[config.mk]
export PLATFORM = sky130hd
export DESIGN_NAME = kbm_mailbox
export DESIGN_NICKNAME = d
export VERILOG_FILES = /design/src/design/kbm_pkg.sv /design/src/design/kbm_sync3.sv /design/src/design/kbm_mailbox.sv
export SDC_FILE = /design/constraint.sdc
export NUM_CORES = 1
export LEC_CHECK = 0
export BUFFER_PORTS_ARGS = -buffer_cell sky130_fd_sc_hd__buf_2
export CAP_MARGIN = 20
export CORE_ASPECT_RATIO = 1.1
export CORE_MARGIN = 2
export CORE_UTILIZATION = 58
export CTS_BUF_LIST = sky130_fd_sc_hd__clkbuf_8
export CTS_CLUSTER_DIAMETER = 200
export CTS_CLUSTER_SIZE = 40
export DETAILED_ROUTE_END_ITERATION = 12
export GPL_TIMING_DRIVEN = 0
export PLACE_DENSITY_LB_ADDON = 0.05
export REMOVE_ABC_BUFFERS = 1
export SLEW_MARGIN = 20
export SYNTH_ARGS = -nofsm -noshare
export SYNTH_HDL_FRONTEND = slang
export SYNTH_SLANG_ARGS = --single-unit
[constraint.sdc]
create_clock -name clk_i -period 2.7 [get_ports clk_i]
set_input_delay 0.405 -clock clk_i [delete_from_list [all_inputs] [get_ports clk_i]]
set_output_delay 0.405 -clock clk_i [all_outputs]
set_load 0.005 [all_outputs]
[src/design/kbm_pkg.sv]
// kbm_pkg: constants for the host/controller keyboard-style mailbox.
// assumes both register ports run on the single system clock.
//
// Summary of operation
// - host status port mirrors controller status, read-only
// - user status bits writable only by controller
// - bus reset forces user bit two low
// - aux write sets, data write clears aux
// - host command write sets C/D, data clears
// - any host input write sets in_full
// - in_full drives controller interrupt when enabled
// - controller inbound read clears in_full, interrupt
// - full flags survive bus reset, power-down
// - controller data or aux write sets out_full
// - host data read clears out_full, pulses interrupt
// - controller window offsets 0h,4h,8h,Ch,14h
// - controller reads last host byte at 0h
// - controller write 0h loads outbound, sets out_full
// - host data read clears host output interrupts
// - activate low powers down host interface
package kbm_pkg;

  // ------------------------------------------------------------------
  // host runtime offsets
  // ------------------------------------------------------------------
  localparam logic [2:0] KBM_HOST_DATA_OFS = 3'h0;
  localparam logic [2:0] KBM_HOST_STAT_OFS = 3'h4;

  // ------------------------------------------------------------------
  // controller private offsets
  // ------------------------------------------------------------------
  localparam logic [4:0] KBM_EC_DATA_OFS  = 5'h00;
  localparam logic [4:0] KBM_EC_STAT_OFS  = 5'h04;
  localparam logic [4:0] KBM_EC_KCTL_OFS  = 5'h08;
  localparam logic [4:0] KBM_EC_AUX_OFS   = 5'h0C;
  localparam logic [4:0] KBM_EC_PRIMARY_OUT_FULL_IRQ_OFS = 5'h14;

  // ------------------------------------------------------------------
  // status bit positions
  // ------------------------------------------------------------------
  localparam int KBM_ST_OUT_FULL     = 0;
  localparam int KBM_ST_IN_FULL      = 1;
  localparam int KBM_ST_USER_LOW     = 2;
  localparam int KBM_ST_CMD_DATA     = 3;
  localparam int KBM_ST_USER_MID     = 4;
  localparam int KBM_ST_AUX_OUT_FULL = 5;
  localparam int KBM_ST_USER_HIGH_LO = 6;
  localparam int KBM_ST_USER_HIGH_HI = 7;

  // ------------------------------------------------------------------
  // reset values
  // ------------------------------------------------------------------
  localparam logic [7:0] KBM_BYTE_RST = 8'h00;
  localparam logic [1:0] KBM_UHI_RST  = 2'h0;
  localparam logic       KBM_BIT_RST  = 1'b0;
  localparam logic       KBM_PIN_IDLE = 1'b1;

endpackage

[src/design/kbm_sync3.sv]
// kbm_sync3: three-flop input synchroniser with agreement filter.
// assumes an asynchronous pin input; output idles at KBM_PIN_IDLE.
`timescale 1ns/1ps
module kbm_sync3 (
  // clock and reset
  input  wire logic clk_i,
  input  wire logic reset_n_i,
  // pin and filtered level
  input  wire logic pin_i,
  output logic      level_o
);
  import kbm_pkg::*;

  logic s1_q;
  logic s2_q;
  logic s3_q;
  logic agree;

  // first stage feeds only the second stage
  assign agree = (s2_q == s3_q);

  always_ff @(posedge clk_i or negedge reset_n_i) begin
    if (!reset_n_i) begin
      s1_q    <= KBM_PIN_IDLE;
      s2_q    <= KBM_PIN_IDLE;
      s3_q    <= KBM_PIN_IDLE;
      level_o <= KBM_PIN_IDLE;
    end else begin
      s1_q <= pin_i;
      s2_q <= s1_q;
      s3_q <= s2_q;
      if (agree) begin
        level_o <= s3_q;
      end
    end
  end

endmodule // kbm_sync3

[src/design/kbm_mailbox.sv]
// kbm_mailbox: byte mailbox between bus host and embedded controller.
// assumes host and controller strobes are one-cycle pulses on clk_i.
`timescale 1ns/1ps
module kbm_mailbox (
  // clock and system reset
  input  wire logic       clk_i,
  input  wire logic       reset_n_i,
  // bus reset pin and activate control
  input  wire logic       bus_reset_n_i,
  input  wire logic       activate_i,
  // host runtime port
  input  wire logic [2:0] host_addr_i,
  input  wire logic       host_wr_i,
  input  wire logic       host_rd_i,
  input  wire logic [7:0] host_wdata_i,
  output logic      [7:0] host_rdata_o,
  // controller private port
  input  wire logic [4:0] ec_addr_i,
  input  wire logic       ec_wr_i,
  input  wire logic       ec_rd_i,
  input  wire logic [7:0] ec_wdata_i,
  output logic      [7:0] ec_rdata_o,
  // interrupts
  input  wire logic       in_full_irq_en_i,
  output logic            in_full_irq_o,
  output logic            out_full_irq_o,
  output logic            host_kbd_irq_o,
  output logic            host_aux_irq_o
);
  import kbm_pkg::*;

  // ------------------------------------------------------------------
  // state
  // ------------------------------------------------------------------
  logic [7:0] inbound_byte_q;
  logic [7:0] outbound_byte_q;
  logic [1:0] user_bits_high_q;
  logic       user_bit_mid_q;
  logic       user_bit_low_q;
  logic       aux_out_full_q;
  logic       cmd_data_q;
  logic       in_full_q;
  logic       out_full_q;
  logic       primary_out_full_irq_q;
  logic       aux_irq_q;
  logic       bus_reset_lvl;
  logic [7:0] status;

  // ------------------------------------------------------------------
  // decode
  // ------------------------------------------------------------------
  wire h_data  = host_addr_i == KBM_HOST_DATA_OFS;
  wire h_stat  = host_addr_i == KBM_HOST_STAT_OFS;
  wire h_wr_d  = activate_i && host_wr_i && h_data;
  wire h_wr_c  = activate_i && host_wr_i && h_stat;
  // only data reads have side effects
  wire h_rd_d  = activate_i && host_rd_i && h_data;
  wire h_wr    = h_wr_d || h_wr_c;
  wire e_data  = ec_addr_i == KBM_EC_DATA_OFS;
  wire e_stat  = ec_addr_i == KBM_EC_STAT_OFS;
  wire e_aux   = ec_addr_i == KBM_EC_AUX_OFS;
  wire e_wr_d  = ec_wr_i && e_data;
  wire e_wr_a  = ec_wr_i && e_aux;
  wire e_wr_s  = ec_wr_i && e_stat;
  wire e_rd_d  = ec_rd_i && e_data;
  wire e_load  = e_wr_d || e_wr_a;
  wire bus_rst = !bus_reset_lvl;

  // ------------------------------------------------------------------
  // bus reset pin synchroniser
  // ------------------------------------------------------------------
  kbm_sync3 u_bus_rst_sync (
    .clk_i     (clk_i),
    .reset_n_i (reset_n_i),
    .pin_i     (bus_reset_n_i),
    .level_o   (bus_reset_lvl)
  );

  // one status vector for both views
  assign status = {user_bits_high_q, aux_out_full_q, user_bit_mid_q,
                   cmd_data_q, user_bit_low_q, in_full_q, out_full_q};

  assign in_full_irq_o  = in_full_q && in_full_irq_en_i;
  assign host_kbd_irq_o = primary_out_full_irq_q;
  assign host_aux_irq_o = aux_irq_q;

  // ------------------------------------------------------------------
  // read data muxes
  // ------------------------------------------------------------------
  // keyboard control and the irq register read as zero here
  wire [7:0] ec_rmux = e_data ? inbound_byte_q :
                       e_stat ? status : KBM_BYTE_RST;
  wire [7:0] h_rmux  = !activate_i ? KBM_BYTE_RST :
                       h_data ? outbound_byte_q :
                       h_stat ? status : KBM_BYTE_RST;

  // ------------------------------------------------------------------
  // data bytes and read registers
  // ------------------------------------------------------------------
  always_ff @(posedge clk_i or negedge reset_n_i) begin
    if (!reset_n_i) begin
      inbound_byte_q  <= KBM_BYTE_RST;
      outbound_byte_q <= KBM_BYTE_RST;
      host_rdata_o    <= KBM_BYTE_RST;
      ec_rdata_o      <= KBM_BYTE_RST;
    end else begin
      if (h_wr) begin
        inbound_byte_q <= host_wdata_i;
      end
      if (e_load) begin
        outbound_byte_q <= ec_wdata_i;
      end
      if (host_rd_i) begin
        host_rdata_o <= h_rmux;
      end
      if (ec_rd_i) begin
        ec_rdata_o <= ec_rmux;
      end
    end
  end

  // ------------------------------------------------------------------
  // flags; a set in the same cycle as its clear wins
  // ------------------------------------------------------------------
  // only system reset and defined accesses touch the flags
  always_ff @(posedge clk_i or negedge reset_n_i) begin
    if (!reset_n_i) begin
      in_full_q              <= KBM_BIT_RST;
      out_full_q             <= KBM_BIT_RST;
      cmd_data_q             <= KBM_BIT_RST;
      aux_out_full_q         <= KBM_BIT_RST;
      primary_out_full_irq_q <= KBM_BIT_RST;
      aux_irq_q              <= KBM_BIT_RST;
      out_full_irq_o         <= KBM_BIT_RST;
    end else begin
      // set on host write, cleared by inbound read
      if (h_wr) begin
        in_full_q <= 1'b1;
      end else if (e_rd_d) begin
        in_full_q <= 1'b0;
      end
      if (h_wr_c) begin
        cmd_data_q <= 1'b1;
      end else if (h_wr_d) begin
        cmd_data_q <= 1'b0;
      end
      // set on load, cleared by host data read
      if (e_load) begin
        out_full_q <= 1'b1;
      end else if (h_rd_d) begin
        out_full_q <= 1'b0;
      end
      // aux marker follows the last load kind
      if (e_wr_a) begin
        aux_out_full_q <= 1'b1;
      end else if (e_wr_d) begin
        aux_out_full_q <= 1'b0;
      end
      if (e_wr_d) begin
        primary_out_full_irq_q <= 1'b1;
      end else if (h_rd_d) begin
        primary_out_full_irq_q <= 1'b0;
      end
      if (e_wr_a) begin
        aux_irq_q <= 1'b1;
      end else if (h_rd_d) begin
        aux_irq_q <= 1'b0;
      end
      out_full_irq_o <= h_rd_d;
    end
  end

  // ------------------------------------------------------------------
  // user bits, controller alias only
  // ------------------------------------------------------------------
  // writable only at the controller status offset
  always_ff @(posedge clk_i or negedge reset_n_i) begin
    if (!reset_n_i) begin
      user_bits_high_q <= KBM_UHI_RST;
      user_bit_mid_q   <= KBM_BIT_RST;
      user_bit_low_q   <= KBM_BIT_RST;
    end else begin
      if (e_wr_s) begin
        user_bits_high_q <=
          ec_wdata_i[KBM_ST_USER_HIGH_HI:KBM_ST_USER_HIGH_LO];
        user_bit_mid_q   <= ec_wdata_i[KBM_ST_USER_MID];
      end
      // bus reset beats a controller write
      if (bus_rst) begin
        user_bit_low_q <= 1'b0;
      end else if (e_wr_s) begin
        user_bit_low_q <= ec_wdata_i[KBM_ST_USER_LOW];
      end
    end
  end
endmodule // kbm_mailbox

# Yosys cells after proc, flatten, opt, wreduce, memory -nomap -nowiden
# Index checks and enable logic that the tools add are counted.
[word_totals]
inputBits = 33
register_bits = 47
word_cells = 60
output_inout_bits = 20
[classes]
reduce_logical = 20
eq_ne = 5
mux = 17
[ops]
columns = ["op", "count"]
rows = [
  ["8-bit 2-to-1 mux", 5],
  ["1-bit 2-to-1 mux", 12],
  ["2-bit nonzero test", 6],
  ["1-bit logical AND", 10],
  ["5-bit by 3-bit == test with 1-bit output, second input constant", 1],
  ["5-bit by 4-bit == test with 1-bit output, second input constant", 1],
  ["5-bit zero test", 1],
  ["3-bit == test, second input constant", 1],
  ["3-bit zero test", 1],
  ["1-bit logical OR", 2],
  ["2-bit inequality test, second input constant", 1],
  ["1-bit == test", 1],
]

# Longest topological paths before layout
# Gate-level depths: netlist (run 1).
[depth]
ltp_word = 4
ltp_mapped = 4

# Cells and area by module
# Synthesis (run 1) repeated with hierarchy kept, for this count alone.
[unflattened]
cells_unflattened = 141
hier_area_um2 = 1923.1
[by_module_without_submodules]
columns = ["mod", "cells_each", "seq_area_each_um2", "instances", "area_each_um2"]
rows = [
  ["kbm_mailbox", 136, 1076.0, 1, 1806.7],
  ["kbm_sync3", 5, 105.1, 1, 116.4],
]

# Worst setup path after synthesis (run 1)
# No wires, ideal clock.
[synth_path]
path_type = "input to register"
startpoint = "in host_addr_i[1]"
endpoint = "reg cmd_data_q"
required_time_ns = 2.575
n_path_buf = 1
stages = 3
arrival_ns = 1.206
path_slack_ns = 1.369
path_cell_list = "nor4bb_1 > buf_2 > mux2_2"
[synth_via]
elab_chain_cells = 3
[synth_lines]
columns = ["element", "line_no", "rtl"]
rows = [
  ["start, declared", "kbm_mailbox.sv:12", "input wire logic [2:0] host_addr_i,"],
  ["3-bit == test or 3-bit zero test (tied branches)", "kbm_mailbox.sv:53, kbm_mailbox.sv:52", ""],
  ["1-bit logical AND, on equally long branches", "kbm_mailbox.sv:55, kbm_mailbox.sv:54", ""],
  ["1-bit 2-to-1 mux or 2-bit nonzero test (tied branches)", "--", ""],
  ["end signal, assigned", "kbm_mailbox.sv:130", "cmd_data_q <= KBM_BIT_RST;"],
  ["end signal, assigned", "kbm_mailbox.sv:143", "cmd_data_q <= 1'b1;"],
  ["end signal, assigned", "kbm_mailbox.sv:145", "cmd_data_q <= 1'b0;"],
  ["end, declared", "kbm_mailbox.sv:41", "logic cmd_data_q;"],
]
# Parallel ways exist; a longest one is shown, timed or not.
# A chain may end at the register's enable or synchronous reset.

# Worst setup path in the final report (run 1)
[layout_path]
startpoint = "in host_addr_i[1]"
endpoint = "reg inbound_byte_q[1]"
[layout_via]
elab_chain_cells = 3
[layout_lines]
columns = ["element", "line_no", "rtl"]
rows = [
  ["3-bit == test or 3-bit zero test (tied branches)", "kbm_mailbox.sv:53, kbm_mailbox.sv:52", ""],
  ["1-bit logical AND, on equally long branches", "kbm_mailbox.sv:55, kbm_mailbox.sv:54", ""],
  ["1-bit logical OR *", "kbm_mailbox.sv:58", "wire h_wr = h_wr_d || h_wr_c;"],
  ["end signal, assigned", "kbm_mailbox.sv:108", "inbound_byte_q <= host_wdata_i;"],
  ["end, declared", "kbm_mailbox.sv:35", "logic [7:0] inbound_byte_q;"],
]
# Mark *: on every way between the ends. The rest lies on a longest branch, timed or not.

==> qor.yml, run 1 <==
cells_and_area:
  final_cell_mix: "buf_2 (52), dfrtp_1 (43), mux2_2 (28)"
  area_growth_pct: 19.8
  antenna_cells: 0
  final_nets: 233
  final_core_util: 0.716
  fill_cells: 255
  final_common_cell: "buf_2"
  drive_gt1_frac: 0.483
floorplan:
  ios: 53
  die_w_um: 59.6
  start_util: 0.598
  die_area_um2: 3890
  row_count: 22
  core-area_um2: 3300
  chipHeight_um: 65.2
global_routing:
  grt_usage: 0.218
  grt_overflow: 0
  grt_pass1_wl_mm: 6.15
  grt_pass1_vias: 1323
  antenna_found_initial: 0
  grt_max_degree: 48
synthesis:
  synth_top_family_by_area: "multiplexers"
  synth_adder_area_share: 0.00507
  synth-seq-area-share: 0.598
  synth_compound_area_frac: 0.0773
  synth.area.mux_share: 0.165
  synthXorXnorAreaFrac: 0.00444
  synth_cells: 145
  ys_types: 27
  synth_simple_gate_area_share: 0.114
  yosys.area.top_type_share: 0.545
  synth.avg_cell_area_um2: 13.6
  ys_ff_latch: 47
  yosysWarnings: 0
  yosys.area.top_type: "dfrtp_1"
  yosys-top-cells-area: "dfrtp_1 (54%), mux2_2 (16%), dfstp_2 (5.3%)"
  synth_area_um2: 1970
sta:
  rsz0062_at_grt: "no"
  slew-limit-headroom: 0.483
  fin_tns_setup_ns: 0
  maxSlewViolCount: 0
  fin_skew_ns: 0.00565
  finalSetupViolations: 0
  fmax_ghz: 0.676
  hold_violations: 0
  worstMarginPinSlew_ns: 0.774
  period_share: 0.548
  period_needed_ns: 1.48
drt:
  totalWireLength_mm: 3.71
  drc: 0
  vias_per_cell: 5.57
  vias: 1321
  dr.pass1.iters: 4
  drtIter0Drc: 50
  postRouteAntennaNets: 0
  routedWlPerCell_um: 15.6
worst_setup_path:
  arrival_ns: 1.66
  rr_endpoint: "ec_rdata_o[0]"
  crit_end: "inbound_byte_q[1]"
  critPathLaunch: "host_addr_i[1]"
  reg2reg_depth: 3
  worstPathRequired_ns: 2.88
  r2r_setup_slack_ns: 1.70
  rr_startpoint: "out_full_q"
  startpoint_type: "input port"
  worstPathMaxFanout: 10
  crit_type: "input port to register"
  end_kind: "register"
job:
  cap_violations: 0
placed_design:
  dp_hpwl_mm: 2.66
  port_buffers: 52
  place_congestion: 0.795
clock_tree:
  cts_buffers: 5
  cts_resized: 0
  post_cts_buffers: 0
  clk_latency_ns: 0.30
  clock_sinks: 47
  root_buffer: "clkbuf_8"
  cts_tree: "yes"
  hold_buffers: 0
  htreeDepth: 2
  cts_buffer_depth: 2
  clk_pin_slew_worst_paths_ns: 0.08
min_path:
  hp-class: "input port to asynchronous set/reset pin"
power_and_ir_drop:
  cellLeakagePower_nw: 1.18
  peakVddDrop_v: 0.000368
  p_per_area_nw_per_um2: 624
outcome:
  status: "completed"
state kept, by name, summed over array words and instances, names as in the netlist, 2 cells and up:
signal and count:
ec_rdata_o 8, host_rdata_o 8, inbound_byte_q 8, outbound_byte_q 8, user_bits_high_q 2
layer usage:
metal | track usage | vias up | routed length (um)
met3 | 0.0591 | 8 | 170
li1 | - | 620 | -
met1 | 0.287 | 648 | 1690
met4 | 0.0972 | 0 | 78
met5 | 0 | - | 0
met2 | 0.335 | 45 | 1770
worst min-delay path by stage:
stage	to	slack (ns)	cells after the start	start
after floorplan	aux_out_full_q	0.11	0	reset_n_i
after global placement	u_bus_rst_sync.s2_q	0.35	0	u_bus_rst_sync.s1_q
after detailed placement	u_bus_rst_sync.s2_q	0.35	0	u_bus_rst_sync.s1_q
after CTS	u_bus_rst_sync.s1_q	0.20	1	bus_reset_n_i
after global routing	inbound_byte_q[0]	0.03	1	reset_n_i
final	out_full_irq_o	0.03	1	reset_n_i
power by group:
part / internal [mW] / total [mW] / switching [mW]
Combinational: 0.131 / 0.216 / 0.0857
Sequential: 0.808 / 0.869 / 0.0619
Clock: 0.174 / 0.391 / 0.217
Total: 1.11 / 1.48 / 0.365
synthesized netlist by cell type:
cell type,instances
dfstp_2,4
a221o_1,8
nor2b_2,1
buf_6,1
o21bai_1,1
and2b_1,2
mux2i_1,1
nor4b_4,1
maj3_1,1
xnor2_1,1
buf_2,3
nor4bb_1,1
nand3_1,8
inv_1,11
nand3b_1,3
nor4_4,1
nor2b_1,6
buf_1,1
and3_2,1
a21o_1,2
and2_1,2
o21ai_0,10
nand2_2,1
mux2_2,28
dfrtp_1,43
nand2_1,2
and4bb_1,1
critical path, cell delays in order:
cell and delay, ns:
buf_2 0.12, nor4bb_4 0.72, mux2_2 0.41
cell type report:
type / count / area (um^2) / area share
clock inverters: 3 / 12.5 / 0.00529
repair buffers: 53 / 280 / 0.118
well taps: 36 / 45.0 / 0.0190
clock buffers: 5 / 68.8 / 0.0291
flip-flops and latches: 47 / 1180 / 0.499
inverters: 11 / 41.3 / 0.0175
multi-input cells: 82 / 737 / 0.311
logic make-up (layout without fill, tap and decap cells):
family / after synthesis / count (layout)
and+or+nand+nor: 30 / 30
xor gates and xnor gates: 1 / 1
buffers and inverters: 16 / 72
muxes: 29 / 29
adders and majority gates: 1 / 1
DFF: 47 / 47
AOI/OAI and AO/OA: 21 / 21
per-stage QoR:
step / power [mW] / hold WS (ns) / area, um^2 / setup WS, ns / std cells
after detailed placement: 1.10 / 0.351 / 2260 / 0.912 / 228
after floorplan: 0.990 / 0.109 / 1940 / 0.689 / 140
after global placement: 1.08 / 0.346 / 2250 / 0.0133 / 228
final: 1.48 / 0.0270 / 2370 / 1.22 / 237
after CTS: 1.49 / 0.195 / 2350 / 1.23 / 236
after global routing: 1.56 / 0.0290 / 2370 / 1.17 / 237
(Power assumes the default switching activity.)
==> run 2, diff against run 1 <==
--- a/config.mk
+++ b/config.mk
@@ -9,7 +9,7 @@
 export CAP_MARGIN = 20
 export CORE_ASPECT_RATIO = 1.1
 export CORE_MARGIN = 2
-export CORE_UTILIZATION = 58
+export CORE_UTILIZATION = 54
 export CTS_BUF_LIST = sky130_fd_sc_hd__clkbuf_8
 export CTS_CLUSTER_DIAMETER = 200
 export CTS_CLUSTER_SIZE = 40
==> constraint.sdc (replaced) <==
create_clock -name clk_i -period 1.4 [get_ports clk_i]
set_input_delay 0.21 -clock clk_i [delete_from_list [all_inputs] [get_ports clk_i]]
set_output_delay 0.21 -clock clk_i [all_outputs]
set_load 0.005 [all_outputs]
==> run 2 against run 1 <==
First-iteration DRC count down 18%. Global-route usage down 2.4 points. Hold slack better by 0.12 ns. Final cell count up 6.8%. Non-clock buffer count up 2. Utilization down 3.5 points. Critical path type unchanged. Largest power group unchanged. Highest routed layer unchanged.
==> qor.yml, run 2 (same netlist as run 1, synthesis figures left out) <==
placed_design:
  dp_hpwl_mm: 2.66  # about the same
  dp_worst_setup_slack_ns: -0.221  # -1.13 ns
  place_congestion: 0.764  # -3.9%
  port_buffers: 52  # unchanged
drt:
  drtIter0Drc: 41  # -18%
  vias: 1298  # -1.7%
  totalWireLength_mm: 3.70  # about the same
  drc: 0  # unchanged
  vias_per_cell: 5.13  # -8.0%
  routedWlPerCell_um: 14.6  # -6.4%
  postRouteAntennaNets: 0  # unchanged
  dr.pass1.iters: 4  # unchanged
global_routing:
  grt_max_degree: 48  # unchanged
  antenna_found_initial: 0  # unchanged
  grt_overflow: 0  # unchanged
  grt_pass1_wl_mm: 5.84  # -5.0%
  grt_pass1_vias: 1255  # -5.1%
  grt_usage: 0.194  # -0.0236
floorplan:
  start_util: 0.553  # -0.0444
  ios: 53  # unchanged
  die_area_um2: 4160  # +6.9%
  row_count: 23  # +4.5%
  die_w_um: 61.7  # +3.4%
  chipHeight_um: 67.4  # +3.4%
  core-area_um2: 3570  # +8.0%
sta:
  finalSetupViolations: 0  # unchanged
  hold_slack_ns: 0.148  # +0.120 ns
  period_needed_ns: 1.31
  period_share: 0.933
  maxSlewViolCount: 0  # unchanged
  fmax_ghz: 0.766
  hold_violations: 0  # unchanged
  rsz0062_at_grt: "no"
  worstMarginPinSlew_ns: 0.796  # +0.0214 ns
  layout_setup_ws_ns: 0.0945  # -1.13 ns
  fin_skew_ns: 0.00596  # +0.000312 ns
  slew-limit-headroom: 0.469  # -0.0143
cells_and_area:
  final_cell_mix: "buf_2 (52), dfrtp_1 (43), mux2_2 (28)"
  final-seq-area_um2: 1180  # unchanged
  fill_cells: 300  # +18%
  final_nets: 235  # +0.86%
  final_common_cell: "buf_2"
  antenna_cells: 0  # unchanged
  final_core_util: 0.681  # -0.0354
  area_growth_pct: 23.1
  multi_input_area_um2: 737  # unchanged
  drive_gt1_frac: 0.483  # about the same
min_path:
  whs_path_depth: 2
  holdPathEnd: "inbound_byte_q[5]"
  hp-class: "input port to register"
  hold_start: "host_wdata_i[5]"
power_and_ir_drop:
  peakVddDrop_v: 0.000789  # +110%
  cellLeakagePower_nw: 1.20  # +1.4%
  p_per_area_nw_per_um2: 1220  # +95%
  p_total_mw: 2.95  # +100%
worst_setup_path:
  crit_chain: "buf_2 > nor4bb_4 > mux2_2"
  end_kind: "register"
  worstPathMaxFanout: 10  # unchanged
  crit_type: "input port to register"
  startpoint_type: "input port"
  cp_num_buf_inv: 1  # unchanged
  rr_startpoint: "aux_out_full_q"
  cpMaxStageDelayCell: "nor4bb_4"
  rr_endpoint: "ec_rdata_o[5]"
  r2r_setup_slack_ns: 0.42  # -1.28 ns
  cpPeakStageDelay_ns: 0.73  # about the same
  reg2reg_depth: 3  # unchanged
  worstPathRequired_ns: 1.58  # -1.30 ns
  crit_family: "simple AND/OR/NAND/NOR gates"
  arrival_ns: 1.49  # -0.17 ns
job:
  cap_violations: 0  # unchanged
clock_tree:
  htreeDepth: 2  # unchanged
  post_cts_buffers: 0  # unchanged
  clk_latency_ns: 0.29  # about the same
  cts_resized: 0  # unchanged
  clock_sinks: 47  # unchanged
  clk_pin_slew_worst_paths_ns: 0.08  # about the same
  cts_buffer_depth: 2  # unchanged
  hold_buffers: 0  # unchanged
  root_buffer: "clkbuf_8"
  cts_tree: "yes"
  cts_buffers: 5  # unchanged
outcome:
  status: "completed"
[run 2: worst max path at each step]
| stage | start | cells past startpoint | slack, ns | endpoint |
|---|---|---|---|---|
| after floorplan | activate_i | 2 | -0.42 | cmd_data_q |
| after global placement | host_addr_i[1] | 3 | -1.20 | inbound_byte_q[3] |
| after detailed placement | host_addr_i[1] | 3 | -0.22 | inbound_byte_q[0] |
| after CTS | host_addr_i[1] | 3 | 0.1 | inbound_byte_q[0] |
| after global routing | host_addr_i[1] | 3 | 0.06 | inbound_byte_q[0] |
| final | host_addr_i[1] | 3 | 0.09 | inbound_byte_q[0] |
[run 2: per-stage QoR]
step	TNS [ns]	cells	instance area (um^2)
6_report	0	253	2430
5_1_grt	0	253	2430
4_1_cts	0	250	2380
3_5_place_dp	-1.91	242	2280
3_3_place_gp	-11.59	242	2270
2_1_floorplan	-3.81	140	1940
[run 2: power breakdown]
part           switching (mW)  internal (mW)
logic                   0.168          0.258
registers               0.112           1.56
clock network           0.416          0.443
total                   0.696           2.26
[run 2: area by class of cell]
type / instances / area share
repair buffers: 55 / 0.127
clock inverters: 1 / 0.00154
flip-flops and latches: 47 / 0.486
well taps: 50 / 0.0257
inverters: 11 / 0.0170
multi-input cells: 82 / 0.303
clock buffers: 7 / 0.0396
[run 2: metal layers]
metal	vias to the layer above	GRT usage	part of all wire	routed length, um
met5	-	0	0	0
met4	0	0.0479	0.0057	21
met3	2	0.0460	0.058	215
met2	51	0.321	0.49	1800
met1	617	0.257	0.45	1670
li1	628	-	-	-
